[src/itfm_map.vh]
// Register indices, field positions, reset values and timing for the input function map
`ifndef ITFM_MAP_VH
`define ITFM_MAP_VH

// Register word indices; byte address is four times the index
`define ITFM_IDX_SEL_ONE        14'h0200
`define ITFM_IDX_SEL_TWO        14'h0201
`define ITFM_IDX_SEL_THREE      14'h0202
`define ITFM_IDX_SEL_FOUR       14'h0203
`define ITFM_IDX_SEL_ANALOG     14'h0207
`define ITFM_IDX_CTRL           14'h0000
`define ITFM_IDX_RAMP           14'h0001
`define ITFM_IDX_MAIN_FREQ      14'h0002
`define ITFM_IDX_OFFSET_MON     14'h0003
`define ITFM_IDX_FINAL_FREQ     14'h0004
`define ITFM_IDX_STATUS         14'h0005

// Register reset values
`define ITFM_RST_SEL_ONE        16'h0001
`define ITFM_RST_SEL_TWO        16'h0002
`define ITFM_RST_SEL_THREE      16'h000b
`define ITFM_RST_SEL_FOUR       16'h000c
`define ITFM_RST_SEL_ANALOG     16'h0000
`define ITFM_RST_CTRL           6'h00
`define ITFM_RST_RAMP           16'h0001
`define ITFM_RST_MAIN_FREQ      16'h0000

// Control register fields
`define ITFM_CTRL_SRC_LSB       0
`define ITFM_CTRL_SRC_MSB       1
`define ITFM_CTRL_MODE_LSB      2
`define ITFM_CTRL_MODE_MSB      3
`define ITFM_CTRL_REV_INHIBIT   4
`define ITFM_CTRL_MAIN_INVOLVED 5
`define ITFM_CTRL_WIDTH         6

// Field values
`define ITFM_SRC_TERMINAL       2'h1
`define ITFM_MODE_TWO_LINE_A    2'h0
`define ITFM_MODE_TWO_LINE_B    2'h1
`define ITFM_MODE_THREE_LINE_A  2'h2
`define ITFM_MODE_THREE_LINE_B  2'h3

// Function codes
`define ITFM_FN_NONE            0
`define ITFM_FN_RUN             1
`define ITFM_FN_DIR             2
`define ITFM_FN_STOP3           3
`define ITFM_FN_JOG_FWD         4
`define ITFM_FN_JOG_REV         5
`define ITFM_FN_UP              6
`define ITFM_FN_DOWN            7
`define ITFM_FN_CLEAR           8
`define ITFM_FN_COAST           9
`define ITFM_FN_COUNT           10

// Offset ramp step period, in ns, and the clock period
`define ITFM_RAMP_TICK_NS       1000000
`define ITFM_CLK_PERIOD_NS      5

`endif

[src/itfm_top.v]
// Multi-function input terminal map with AHB-Lite register slave
`timescale 1ns/10ps
`include "itfm_map.vh"
module itfm_top #(
   parameter RAMP_TICK_CYCLES = `ITFM_RAMP_TICK_NS / `ITFM_CLK_PERIOD_NS
) (
   clk_sys,
   resetn,
   clkEn,
   inputTerminalOne,
   inputTerminalTwo,
   inputTerminalThree,
   inputTerminalFour,
   analogInputAsDigital,
   inverterRunning,
   hsel,
   haddr,
   htrans,
   hwrite,
   hsize,
   hwdata,
   hready,
   hrdata,
   hreadyout,
   hresp,
   runCmd,
   reverseCmd,
   stopCmd,
   jogForward,
   jogReverse,
   jogDecelStop,
   outputBlock,
   finalFreq
);
   input  wire        clk_sys;
   input  wire        resetn;
   input  wire        clkEn;
   input  wire        inputTerminalOne;
   input  wire        inputTerminalTwo;
   input  wire        inputTerminalThree;
   input  wire        inputTerminalFour;
   input  wire        analogInputAsDigital;
   input  wire        inverterRunning;
   input  wire        hsel;
   input  wire [31:0] haddr;
   input  wire [1:0]  htrans;
   input  wire        hwrite;
   input  wire [2:0]  hsize;
   input  wire [31:0] hwdata;
   input  wire        hready;
   output reg  [31:0] hrdata;
   output reg         hreadyout;
   output reg         hresp;
   output reg         runCmd;
   output reg         reverseCmd;
   output reg         stopCmd;
   output reg         jogForward;
   output reg         jogReverse;
   output reg         jogDecelStop;
   output reg         outputBlock;
   output reg  [15:0] finalFreq;

   // Software-visible state
   reg  [15:0] selOne_q;
   reg  [15:0] selTwo_q;
   reg  [15:0] selThree_q;
   reg  [15:0] selFour_q;
   reg  [15:0] selAnalog_q;
   reg  [`ITFM_CTRL_WIDTH-1:0] ctrl_q;
   reg  [15:0] rampRate_q;
   reg  [15:0] mainFreq_q;

   // Bus data phase state
   reg         wrPend_q;
   reg         rdPend_q;
   reg  [13:0] wordIdx_q;
   reg         inRange_q;

   // Three-line run latch and previous run level
   reg         runLatch_q;
   reg         runPrev_q;

   wire [4:0]  snap;
   wire [`ITFM_FN_COUNT-1:0] fnAct;
   wire [15:0] offsetFreq;
   wire        termSrc;
   wire [1:0]  ctlMode;
   wire        threeLine;
   wire        revInhibit;
   wire        mainInvolved;
   wire        addrAccept;
   wire [17:0] finalSum;
   reg  [31:0] rdValue;
   reg         runNext;
   reg         revNext;

   // Synchronised snapshot of all five inputs
   itfm_input_sync uSync (
      .clk_sys  (clk_sys),
      .resetn   (resetn),
      .clkEn    (clkEn),
      .pinIn    ({analogInputAsDigital, inputTerminalFour, inputTerminalThree,
                  inputTerminalTwo, inputTerminalOne}),
      .levelOut (snap)
   );

   // Function decode: OR of every input whose code matches
   assign fnAct[`ITFM_FN_NONE] = 1'b0;
   genvar f;
   generate
      for (f = 1; f < `ITFM_FN_COUNT; f = f + 1) begin : gFn
         localparam [15:0] CODE = f;
         assign fnAct[f] = (snap[0] && selOne_q    == CODE) ||
                           (snap[1] && selTwo_q    == CODE) ||
                           (snap[2] && selThree_q  == CODE) ||
                           (snap[3] && selFour_q   == CODE) ||
                           (snap[4] && selAnalog_q == CODE);
      end
   endgenerate

   assign termSrc      = (ctrl_q[`ITFM_CTRL_SRC_MSB:`ITFM_CTRL_SRC_LSB] == `ITFM_SRC_TERMINAL);
   assign ctlMode      = ctrl_q[`ITFM_CTRL_MODE_MSB:`ITFM_CTRL_MODE_LSB];
   assign threeLine    = (ctlMode == `ITFM_MODE_THREE_LINE_A) ||
                         (ctlMode == `ITFM_MODE_THREE_LINE_B);
   assign revInhibit   = ctrl_q[`ITFM_CTRL_REV_INHIBIT];
   assign mainInvolved = ctrl_q[`ITFM_CTRL_MAIN_INVOLVED];

   // Offset accumulator
   itfm_offset_acc #(
      .TICK_CYCLES (RAMP_TICK_CYCLES)
   ) uOffset (
      .clk_sys  (clk_sys),
      .resetn   (resetn),
      .clkEn    (clkEn),
      .enable   (mainInvolved),
      .upReq    (fnAct[`ITFM_FN_UP]),
      .downReq  (fnAct[`ITFM_FN_DOWN]),
      .clearReq (fnAct[`ITFM_FN_CLEAR]),
      .rate     (rampRate_q),
      .offset   (offsetFreq)
   );

   // Main set frequency plus signed offset; two guard bits keep full range
   assign finalSum = {2'b00, mainFreq_q} + {{2{offsetFreq[15]}}, offsetFreq};

   // Run and direction per terminal control mode
   always @* begin
      runNext = 1'b0;
      revNext = 1'b0;
      if (termSrc) begin
         case (ctlMode)
            `ITFM_MODE_TWO_LINE_A: begin
               runNext = fnAct[`ITFM_FN_RUN];
               revNext = fnAct[`ITFM_FN_DIR];
            end
            `ITFM_MODE_TWO_LINE_B: begin
               runNext = fnAct[`ITFM_FN_RUN] ^ fnAct[`ITFM_FN_DIR];
               revNext = fnAct[`ITFM_FN_DIR] && !fnAct[`ITFM_FN_RUN];
            end
            `ITFM_MODE_THREE_LINE_A,
            `ITFM_MODE_THREE_LINE_B: begin
               runNext = runLatch_q && !fnAct[`ITFM_FN_STOP3];
               revNext = fnAct[`ITFM_FN_DIR];
            end
            default: begin
               runNext = 1'b0;
               revNext = 1'b0;
            end
         endcase
      end
   end

   // Three-line run latch: run edge sets, stop input clears and wins
   always @(posedge clk_sys or negedge resetn) begin
      if (!resetn) begin
         runLatch_q <= 1'b0;
         runPrev_q  <= 1'b0;
      end else if (clkEn) begin
         runPrev_q <= fnAct[`ITFM_FN_RUN];
         if (!termSrc || !threeLine || fnAct[`ITFM_FN_STOP3]) begin
            runLatch_q <= 1'b0;
         end else if (fnAct[`ITFM_FN_RUN] && !runPrev_q) begin
            runLatch_q <= 1'b1;
         end
      end
   end

   // Registered command outputs
   always @(posedge clk_sys or negedge resetn) begin
      if (!resetn) begin
         runCmd       <= 1'b0;
         reverseCmd   <= 1'b0;
         stopCmd      <= 1'b0;
         jogForward   <= 1'b0;
         jogReverse   <= 1'b0;
         jogDecelStop <= 1'b0;
         outputBlock  <= 1'b0;
         finalFreq    <= 16'h0000;
      end else if (clkEn) begin
         runCmd     <= runNext;
         reverseCmd <= revNext;
         stopCmd    <= termSrc && threeLine && fnAct[`ITFM_FN_STOP3];
         // Reverse jog dropped when reverse is prohibited
         jogForward   <= termSrc && fnAct[`ITFM_FN_JOG_FWD] &&
                         !(fnAct[`ITFM_FN_JOG_REV] && !revInhibit);
         jogReverse   <= termSrc && fnAct[`ITFM_FN_JOG_REV] && !revInhibit &&
                         !fnAct[`ITFM_FN_JOG_FWD];
         jogDecelStop <= termSrc && fnAct[`ITFM_FN_JOG_FWD] &&
                         fnAct[`ITFM_FN_JOG_REV] && !revInhibit;
         // Block holds until the drive reports stopped; set wins
         if (fnAct[`ITFM_FN_COAST] && inverterRunning) begin
            outputBlock <= 1'b1;
         end else if (!inverterRunning) begin
            outputBlock <= 1'b0;
         end
         // Floored at zero, capped at full scale
         finalFreq <= finalSum[17] ? 16'h0000 :
                      (finalSum[16] ? 16'hffff : finalSum[15:0]);
      end
   end

   // Address phase accepted
   assign addrAccept = hsel && hready && htrans[1];

   // Read mux on the captured word index
   always @* begin
      rdValue = 32'h0000_0000;
      if (inRange_q) begin
         case (wordIdx_q)
            `ITFM_IDX_SEL_ONE:    rdValue = {16'h0000, selOne_q};
            `ITFM_IDX_SEL_TWO:    rdValue = {16'h0000, selTwo_q};
            `ITFM_IDX_SEL_THREE:  rdValue = {16'h0000, selThree_q};
            `ITFM_IDX_SEL_FOUR:   rdValue = {16'h0000, selFour_q};
            `ITFM_IDX_SEL_ANALOG: rdValue = {16'h0000, selAnalog_q};
            `ITFM_IDX_CTRL:       rdValue = {26'h000_0000, ctrl_q};
            `ITFM_IDX_RAMP:       rdValue = {16'h0000, rampRate_q};
            `ITFM_IDX_MAIN_FREQ:  rdValue = {16'h0000, mainFreq_q};
            `ITFM_IDX_OFFSET_MON: rdValue = {16'h0000, offsetFreq};
            `ITFM_IDX_FINAL_FREQ: rdValue = {16'h0000, finalFreq};
            `ITFM_IDX_STATUS:     rdValue = {17'h0_0000, outputBlock, snap,
                                             fnAct[`ITFM_FN_COUNT-1:1]};
            default:              rdValue = 32'h0000_0000;
         endcase
      end
   end

   // AHB-Lite slave: zero-wait writes, one wait state on reads
   always @(posedge clk_sys or negedge resetn) begin
      if (!resetn) begin
         hrdata    <= 32'h0000_0000;
         hreadyout <= 1'b1;
         hresp     <= 1'b0;
         wrPend_q  <= 1'b0;
         rdPend_q  <= 1'b0;
         wordIdx_q <= 14'h0000;
         inRange_q <= 1'b0;
      end else if (clkEn) begin
         hresp <= 1'b0;
         if (rdPend_q) begin
            hrdata    <= rdValue;
            hreadyout <= 1'b1;
            rdPend_q  <= 1'b0;
         end else if (hreadyout) begin
            wrPend_q <= addrAccept && hwrite;
            if (addrAccept) begin
               wordIdx_q <= haddr[15:2];
               inRange_q <= (haddr[31:16] == 16'h0000);
            end
            if (addrAccept && !hwrite) begin
               rdPend_q  <= 1'b1;
               hreadyout <= 1'b0;
            end
         end
      end
   end

   // Register writes in the data phase
   always @(posedge clk_sys or negedge resetn) begin
      if (!resetn) begin
         selOne_q    <= `ITFM_RST_SEL_ONE;
         selTwo_q    <= `ITFM_RST_SEL_TWO;
         selThree_q  <= `ITFM_RST_SEL_THREE;
         selFour_q   <= `ITFM_RST_SEL_FOUR;
         selAnalog_q <= `ITFM_RST_SEL_ANALOG;
         ctrl_q      <= `ITFM_RST_CTRL;
         rampRate_q  <= `ITFM_RST_RAMP;
         mainFreq_q  <= `ITFM_RST_MAIN_FREQ;
      end else if (clkEn && wrPend_q && inRange_q) begin
         case (wordIdx_q)
            `ITFM_IDX_SEL_ONE:    selOne_q    <= hwdata[15:0];
            `ITFM_IDX_SEL_TWO:    selTwo_q    <= hwdata[15:0];
            `ITFM_IDX_SEL_THREE:  selThree_q  <= hwdata[15:0];
            `ITFM_IDX_SEL_FOUR:   selFour_q   <= hwdata[15:0];
            `ITFM_IDX_SEL_ANALOG: selAnalog_q <= hwdata[15:0];
            `ITFM_IDX_CTRL:       ctrl_q      <= hwdata[`ITFM_CTRL_WIDTH-1:0];
            `ITFM_IDX_RAMP:       rampRate_q  <= hwdata[15:0];
            `ITFM_IDX_MAIN_FREQ:  mainFreq_q  <= hwdata[15:0];
            default:              ctrl_q      <= ctrl_q;
         endcase
      end
   end
endmodule

[src/itfm_input_sync.v]
// Two-stage synchroniser for the terminal inputs
`timescale 1ns/10ps
module itfm_input_sync (
   clk_sys,
   resetn,
   clkEn,
   pinIn,
   levelOut
);
   input  wire       clk_sys;
   input  wire       resetn;
   input  wire       clkEn;
   input  wire [4:0] pinIn;
   output wire [4:0] levelOut;

   genvar g;
   generate
      for (g = 0; g < 5; g = g + 1) begin : gSync
         reg stageOne_q;
         reg stageTwo_q;
         // First stage feeds only the second
         always @(posedge clk_sys or negedge resetn) begin
            if (!resetn) begin
               stageOne_q <= 1'b0;
               stageTwo_q <= 1'b0;
            end else if (clkEn) begin
               stageOne_q <= pinIn[g];
               stageTwo_q <= stageOne_q;
            end
         end
         assign levelOut[g] = stageTwo_q;
      end
   endgenerate
endmodule

[src/itfm_offset_acc.v]
// Up/down frequency offset accumulator with ramp tick
`timescale 1ns/10ps
module itfm_offset_acc #(
   parameter TICK_CYCLES = 200000
) (
   clk_sys,
   resetn,
   clkEn,
   enable,
   upReq,
   downReq,
   clearReq,
   rate,
   offset
);
   input  wire        clk_sys;
   input  wire        resetn;
   input  wire        clkEn;
   input  wire        enable;
   input  wire        upReq;
   input  wire        downReq;
   input  wire        clearReq;
   input  wire [15:0] rate;
   output reg  [15:0] offset;

   reg  [31:0] tickCnt_q;
   wire        tick;
   wire [16:0] sumUp;
   wire [16:0] sumDown;
   wire [16:0] rateExt;

   assign tick    = (tickCnt_q == TICK_CYCLES - 1);
   assign rateExt = {1'b0, rate};
   assign sumUp   = {offset[15], offset} + rateExt;
   assign sumDown = {offset[15], offset} - rateExt;

   // Ramp step period
   always @(posedge clk_sys or negedge resetn) begin
      if (!resetn) begin
         tickCnt_q <= 32'h0000_0000;
      end else if (clkEn) begin
         tickCnt_q <= tick ? 32'h0000_0000 : tickCnt_q + 32'h0000_0001;
      end
   end

   // Clear first, then one ramp step, saturating at the signed limits
   always @(posedge clk_sys or negedge resetn) begin
      if (!resetn) begin
         offset <= 16'h0000;
      end else if (clkEn && enable) begin
         if (clearReq) begin
            offset <= 16'h0000;
         end else if (tick && upReq && !downReq) begin
            offset <= (sumUp[16] != sumUp[15]) ? 16'h7fff : sumUp[15:0];
         end else if (tick && downReq && !upReq) begin
            offset <= (sumDown[16] != sumDown[15]) ? 16'h8000 : sumDown[15:0];
         end
      end
   end
endmodule

[config.mk]
export PLATFORM = sky130hd
export DESIGN_NAME = itfm_top
export DESIGN_NICKNAME = d
export VERILOG_FILES = /design/src/itfm_top.v /design/src/itfm_input_sync.v /design/src/itfm_offset_acc.v
export VERILOG_INCLUDE_DIRS = /design/src
export SDC_FILE = /design/constraint.sdc
export NUM_CORES = 1
export LEC_CHECK = 0
export ABC_AREA = 1
export BUFFER_PORTS_ARGS = -buffer_cell sky130_fd_sc_hd__clkbuf_2
export CORE_MARGIN = 2
export CORE_UTILIZATION = 40
export CTS_BUF_LIST = sky130_fd_sc_hd__clkbuf_8
export DETAILED_ROUTE_END_ITERATION = 10
export GPL_ROUTABILITY_DRIVEN = 0
export PLACE_DENSITY = 0.54
export SLEW_MARGIN = 15
export SYNTH_ARGS = -nofsm -noshare
export SYNTH_HDL_FRONTEND = slang
export SYNTH_SLANG_ARGS = --single-unit
[constraint.sdc]
create_clock -name clk_sys -period 4.5 [get_ports clk_sys]
set_input_delay 0.45 -clock clk_sys [delete_from_list [all_inputs] [get_ports clk_sys]]
set_output_delay 0.45 -clock clk_sys [all_outputs]
set_load 0.05 [all_outputs]
==> results of run 1 <==
## layout make-up
class	count	share of cell area
multi-input combinational	1698	0.472
sequential	235	0.340
inverter	250	0.0541
clock buffer	56	0.0444
timing repair buffer	119	0.0393
tap	511	0.0369
clock inverter	28	0.0133
## metrics by stage
stage                     total power [mW]   util
after global routing                  5.31  0.458
final                                 5.08  0.458
after CTS                             5.14  0.458
after floorplan                       2.58      -
after detailed placement              2.75  0.431
after global placement                2.74  0.431
## power groups by stage
stage | combinational (mW) | sequential, mW | clock [mW]
CTS | 0.433 | 2.28 | 2.43
global route | 0.486 | 2.30 | 2.52
finish | 0.428 | 2.29 | 2.37
detailed placement | 0.429 | 2.32 | 0
global placement | 0.420 | 2.32 | 0
floorplan | 0.276 | 2.31 | 0
## cells by family after synthesis
| group | count (synthesis) |
|---|---|
| adders and majority gates | 56 |
| and+or+nand+nor | 1284 |
| AOI/OAI and AO/OA | 298 |
| other | 1 |
| xor gates and xnor gates | 43 |
| DFF | 235 |
| buffers and inverters | 341 |
## state kept, by name, indices dropped and copies added (netlist names), 5 cells and up
signal	count
selOne_q	16
finalFreq	16
selThree_q	16
selTwo_q	16
selFour_q	16
selAnalog_q	16
uSync.gSync.stageOne_q	5
uOffset.tickCnt_q	32
rampRate_q	16
uOffset.offset	16
mainFreq_q	16
uSync.gSync.stageTwo_q	5
hrdata	16
ctrl_q	6
wordIdx_q	14
## worst max-delay path: cells and delay by family (launching register included)
| family | cells | cell delay, ns |
|---|---|---|
| AO/OA/AOI/OAI | 2 | 0.26 |
| flip-flops | 1 | 0.60 |
| buffers and inverters | 2 | 0.27 |
| XOR/XNOR | 1 | 0.14 |
| AND/OR/NAND/NOR | 13 | 1.35 |
| adder cells (fa/ha/maj) | 3 | 1.14 |
## routing by layer
| metal | global-route usage | vias up | part of all wire |
|---|---|---|---|
| li1 | - | 7461 | - |
| met1 | 0.366 | 7159 | 0.45 |
| met2 | 0.407 | 541 | 0.44 |
| met3 | 0.0349 | 108 | 0.067 |
| met4 | 0.106 | 0 | 0.037 |
| met5 | 0 | - | 0 |
## path summary, 6_finish.rpt
| path | cells past startpoint | start | slack, ns | to |
|---|---|---|---|---|
| max | 21 | rampRate_q[0]$_DFFE_PN1P_ | 0.64 | uOffset.offset[2]$_DFFE_PN0P_ |
| min | 3 | haddr[9] | 0.04 | wordIdx_q[7]$_DFFE_PN0P_ |
| max reg2reg | 21 | rampRate_q[0]$_DFFE_PN1P_ | 0.64 | uOffset.offset[2]$_DFFE_PN0P_ |
| min reg2reg | 1 | uOffset.tickCnt_q[30]$_DFFE_PN0P_ | 0.47 | uOffset.tickCnt_q[30]$_DFFE_PN0P_ |
| max in group asynchronous | 3 | resetn | 2.93 | hrdata[11]$_DFFE_PN0P_ |
| min in group asynchronous | 2 | resetn | 0.50 | selTwo_q[10]$_DFFE_PN0P_ |
## layout by cell type (no fill, tap or decap), types with 3 or more instances in the layout
cell type / instances
nor3_1: 40
conb_1: 17
o311ai_0: 6
ha_1: 53
inv_1: 260
nor2_2: 6
bufinv_16: 4
buf_4: 16
nor2_1: 239
o21ai_0: 192
dfstp_2: 9
dlygate4sd3_1: 4
inv_2: 7
nand3b_1: 4
nand4_1: 63
o31ai_1: 5
a21oi_1: 64
clkbuf_8: 56
a31oi_1: 7
clkinvlp_4: 3
nand3_1: 168
a21o_1: 3
nand2_1: 723
xnor2_1: 7
o21ai_1: 3
o21bai_1: 6
nand3_2: 3
xor2_1: 36
nor4_1: 20
dfrtp_1: 226
fa_1: 3
nand2_2: 3
clkbuf_2: 97
==> summary.md, run 1 <==
| Metric | Value |
|---|---|
| Status | complete, no violations |
| DIE HEIGHT | ~200 um |
| Mux contribution to synthesized area | 0 |
| Worst Skew | approximately 0.040 ns |
| Area leader, netlist | dfrtp_1 |
| Layout overhead on the synthesized area | 12.3% |
| Antenna cell count | 0 |
| Fillcell total | 4020 |
| Synth Area in Adders | 0.0468 |
| Largest family of logic cells by synthesized area | simple AND/OR/NAND/NOR gates |
| DIE WIDTH | 200 um |
| DP Cell Count | about 2800 |
| Post-synth EDFFs | 0 |
| Avg WL per Cell | around 18 um |
| Slowest CP cell | dfstp_2 |
| CTS tree | yes |
| Gate power share | 0.084 |
| Top-count cell post-synth | nand2_1 |
| Normalized max-slew margin | 0.208 |
| Crit Path Class | reg -> reg |
| Crit path largest cell delay | ~0.60 ns |
| Arr. time, crit path | approximately 4.4 ns |
| Fmax | 259 MHz |
| CTS resizes | 0 |
| Cell row count | roughly 70 |
| CTS Sinks | 235 |
| DP Wirelength | between 30 and 40 mm |
| Post-placement cell area | about 16000 sq um |
| Worst skew pair latency | ~0.63 ns |
| Multi-input gate area | 8190 sq um |
| Crit start category | register |
| Internal | 3.68 mW |
| Leak | ~9.2 nW |
| Least-Margin Pin Slew | between 1 and 1.5 ns |
| Worst min path class | in -> reg |
| Final Critical Period | around 3.9 ns |
| Endpoints failing setup | 0 |
| Post-CTS Hold Buffers | 4 |
| Main synth FF type | dfrtp_1 |
| Drt via density | approximately 5.3 |
| First-pass DRT Iterations | 6 |
| Post-Syn Area per Cell | 6.84 sq um |
| Largest net degree at the start of global routing | around 110 |
| Post-synthesis sequential area ratio | 0.382 |
| Fin area | roughly 17000 sq um |
| H-tree depth | 2 |
| Die Area | roughly 40000 sq um |
| Vias in the first global route | approximately 14000 |
| Crit-path cells | ha_1 > inv_1 > fa_1 > nor2_1 > nand2_1 > nand3_1 > nand2_1 > nand3_1 > nand2_1 > nand2_1 > a21oi_1 > nor2_1 > nor2_1 > xor2_1 > ha_1 > inv_1 > nand4_1 > a21oi_1 > nor2_1 > nand2_1 > nand2_1 |
| Switching Share | 0.275 |
| Post-synth top cells | 723 x nand2_1, 242 x inv_1, 239 x nor2_1 |
| Max-slew violations | 0 |
| Final Hold Fails | 0 |
| I/O pins | between 100 and 150 |
| Register area | 5890 sq um |
| Initial core utilization | 0.408 |
| Max VDD drop | ~250 uV |
| Count of cell types in the netlist | 54 |
| Global route overflow | 0 |
| Share of synthesized registers carrying an async set or reset | 1.00 |
| Setup Buffers After CTS | 0 |
| Psw | ~1.4 mW |
| Tcrit/Tclk final | 0.858 |
| Clk pin slew, worst setup/hold paths | around 0.06 ns |
| Clock root buffer | clkbuf_8 |
| Pwr dens | roughly 290 nW/um^2 |
| Critical Path End Type | register |
| Share of cells above drive strength 1 | 0.0909 |
| Final Hold Slack | between 0.04 and 0.05 ns |
| Post-Syn Area | 15400 sq um |
| Post-Syn Instances | ~2300 |
| Fin worst setup slack | approximately 0.64 ns |
| Wirelength, routed | roughly 53 mm |
| Post-DRT Antenna Nets | 0 |
| Post-Synth Simple-Gate Area | 0.352 |
| Dpl ws | approximately 0.71 ns |
| CP dominant cell by count | nand2_1 |
| Initial DRC Count | about 1400 |
| Core area | roughly 38000 sq um |
| Max-Cap Viols | 0 |
| Post-Synth XOR/XNOR Area | 0.0244 |
| Clock Power Share | 0.466 |
| Nets | 2486 |
| Via Count | about 15000 |
| Synth Register Bits | 235 |
| # DRC | 0 |
| Critical path fanouts, max | 10 |
| TritonCTS Buffers | 45 |
| Reg power frac | 0.450 |
| Top cells by area, synth | dfrtp_1 37%, nand2_1 18%, o21ai_0 6.2% |
| Complex-gate fraction of the synthesized area | 0.103 |
| Post-Layout Cell Count | just under 3000 |
| Req. time, crit path | roughly 5 ns |
| IO buf count | 98 |
| Post-synth top area share | 0.366 |
| RSZ-0062 raised after global routing | false |
| Yosys warning count | 0 |
| Clock buffer depth | 3 |
| GRT Overall Usage | 0.261 |
| First-pass GRT wire length | around 80 mm |
| TNS Setup | 0 ns |
| Antenna violations before repair | 1 |
No activity file was read; power rests on OpenSTA's default activity.
==> inputs of run 2 (changes only) <==
RECOVER_POWER = 50   (was not set)
==> run 2 against run 1 <==
The flow now finishes with violations (capacitance limit, slew limit). Largest power group unchanged. First-iteration DRC count down 0.85%. Clock skew up 0.0020 ns. Critical path type unchanged. Setup slack better by 0.019 ns. Sequential share of layout area up 0.13 points. Cell area down 0.38%. Clock power about the same.
==> summary.md, run 2 (synthesized netlist as in run 1, its figures left out) <==
| Metric | Value |
|---|---|
| Critical Path Source | rampRate_q[0]$_DFFE_PN1P_ |
| Max-slew violations | 157 (+157) |
| GRT Overall Usage | 0.261 (unchanged) |
| Reg2reg setup slack | 0.66 ns (+0.02 ns) |
| Via Count | 15200 (-0.60%) |
| Post-layout util | 0.456 (-0.00175) |
| First-pass GRT wire length | 81.8 mm (unchanged) |
| Max VDD drop | 245 uV (about the same) |
| Final Hold Fails | 0 (unchanged) |
| Clock buffer depth | 3 (unchanged) |
| Setup crit end | uOffset.offset[2]$_DFFE_PN0P_ |
| Global route overflow | 0 (unchanged) |
| Cell row count | 71 (unchanged) |
| Crit start category | register |
| Initial DRC Count | 1392 (-0.85%) |
| DIE HEIGHT | 200 um (unchanged) |
| Worst Skew | 0.0420 ns (+0.00202 ns) |
| Vias in the first global route | 14400 (unchanged) |
| Clock root buffer | clkbuf_8 |
| Post-DRT Antenna Nets | 0 (unchanged) |
| Antenna cell count | 0 (unchanged) |
| Violated checks | capacitance limit, slew limit |
| H-tree depth | 2 (unchanged) |
| CTS tree | yes |
| DIE WIDTH | 200 um (unchanged) |
| Status | complete, but fails checks |
| Max-Cap Viols | 2 (+2) |
| Final Critical Period | 3.84 ns (-0.0194 ns) |
| Reg-to-reg endpoint | uOffset.offset[2]$_DFFE_PN0P_ |
| CTS Sinks | 235 (unchanged) |
| Critical Path End Type | register |
| Antenna violations before repair | 1 (unchanged) |
| Worst min path class | in -> reg |
| Layout overhead on the synthesized area | 11.9% |
| Leak | 9.08 nW (-1.2%) |
| I/O pins | 138 (unchanged) |
| Normalized max-slew margin | -0.904 (-1.11) |
| # DRC | 0 (unchanged) |
| Largest register FFs | 32 (unchanged) |
| R2R depth | 21 (unchanged) |
| Req. time, crit path | 5.01 ns (about the same) |
| Post-placement cell area | 16300 sq um (unchanged) |
| Crit Path Class | reg -> reg |
| Fmax | 260 MHz (+0.50%) |
| First-pass DRT Iterations | 6 (unchanged) |
| Reg with most FFs | uOffset.tickCnt_q |
| Share of cells above drive strength 1 | 0.0767 (-0.0142) |
| Endpoints failing setup | 0 (unchanged) |
| Clk pin slew, worst setup/hold paths | 0.06 ns (about the same) |
| TritonCTS Buffers | 45 (unchanged) |
| Critical path fanouts, max | 10 (unchanged) |
| Die Area | 40200 sq um (unchanged) |
| Setup Buffers After CTS | 0 (unchanged) |
| TNS Setup | 0 ns (unchanged) |
| Worst skew pair latency | 0.63 ns (about the same) |
| Core area | 37800 sq um (unchanged) |
| Pwr dens | 294 nW/um^2 (+0.34%) |
| IO buf count | 98 (unchanged) |
| Most frequent cells in the layout | 723 x nand2_1, 260 x inv_1, 241 x nor2_1 |
| Wirelength, routed | 52.4 mm (-0.27%) |
| Least-Margin Pin Slew | 2.86 ns (+1.67 ns) |
| Fin area | 17300 sq um (-0.38%) |
| Nets | 2486 (unchanged) |
| Most common cell after layout, fill and taps aside | nand2_1 |
| Largest net degree at the start of global routing | 112 (unchanged) |
| Initial core utilization | 0.408 (unchanged) |
| Tcrit/Tclk final | 0.854 (-0.00431) |
| R2r startpoint | rampRate_q[0]$_DFFE_PN1P_ |
| DP Wirelength | 40.0 mm (unchanged) |
| Drt via density | 5.24 (-0.60%) |
| Avg WL per Cell | 18.1 um (-0.27%) |
| RSZ-0062 raised after global routing | false |
| Arr. time, crit path | 4.36 ns (-0.02 ns) |
## run 2: cell count changes in the layout (fill, tap and decap cells not counted), sizes merged
cell,previous run,this run
buf,18,14
clkbuf,153,157
## run 2: power by group
group          switching, mW  leakage [nW]  internal [mW]
clock                   1.01         0.569           1.36
sequential            0.0776          3.13           2.21
combinational          0.307          5.38          0.117
total                   1.40          9.08           3.68
## run 2: stage by stage
step	std cells	setup slack, ns	hold WS [ns]	power, mW
floorplan	2274	1.35	0.154	2.58
global placement	2809	0.725	0.451	2.74
detailed placement	2809	0.710	0.456	2.75
CTS	2897	0.685	0.00785	5.14
global route	2897	0.357	0.0383	5.31
finish	2897	0.657	0.0461	5.08
## run 2: area by class of cell
cell class / instances / area [sq um]
clock buffer: 56 / 771
clock inverter: 28 / 231
fill: 4038 / 20600
inverter: 250 / 938
multi-input combinational: 1698 / 8180
sequential: 235 / 5890
tap: 511 / 639
timing repair buffer: 119 / 624
## run 2: critical path: stages (launching register included)
cell and delay (ns):
dfstp_2 0.59, ha_1 0.24, inv_1 0.07, fa_1 0.40, nor2_1 0.16, nand2_1 0.07
nand3_1 0.18, nand2_1 0.11, nand3_1 0.14, nand2_1 0.07, nand2_1 0.10, a21oi_1 0.07
nor2_1 0.09, nor2_1 0.06, xor2_1 0.14, ha_1 0.50, inv_1 0.20, nand4_1 0.21
a21oi_1 0.19, nor2_1 0.06, nand2_1 0.05, nand2_1 0.04
## run 2: per-layer routing
layer	part of all wire	up-vias	GRT usage
li1	-	7464	-
met5	0	-	0
met3	0.066	110	0.0349
met1	0.45	7070	0.366
met2	0.44	533	0.407
met4	0.038	0	0.106
## run 2: what timing repair did
action / 4_1_cts / 5_1_grt
endpoints found under the hold margin: 106 / 0
resized for setup: 0 / 0
hold buffers: 4 / 0
## run 2: how the worst min path moves through the flow
stage                     slack [ns]                         startpoint                           endpoint  depth (start not counted)
after floorplan                 0.15                             resetn              ctrl_q[0]$_DFFE_PN0P_                          0
after global placement          0.45          wordIdx_q[10]$_DFFE_PN0P_          wordIdx_q[10]$_DFFE_PN0P_                          2
after detailed placement        0.46  uOffset.tickCnt_q[30]$_DFFE_PN0P_  uOffset.tickCnt_q[30]$_DFFE_PN0P_                          1
after CTS                      0.008                           haddr[9]           wordIdx_q[7]$_DFFE_PN0P_                          3
after global routing            0.04                           haddr[5]           wordIdx_q[3]$_DFFE_PN0P_                          3
final                           0.05                          haddr[10]           wordIdx_q[8]$_DFFE_PN0P_                          3
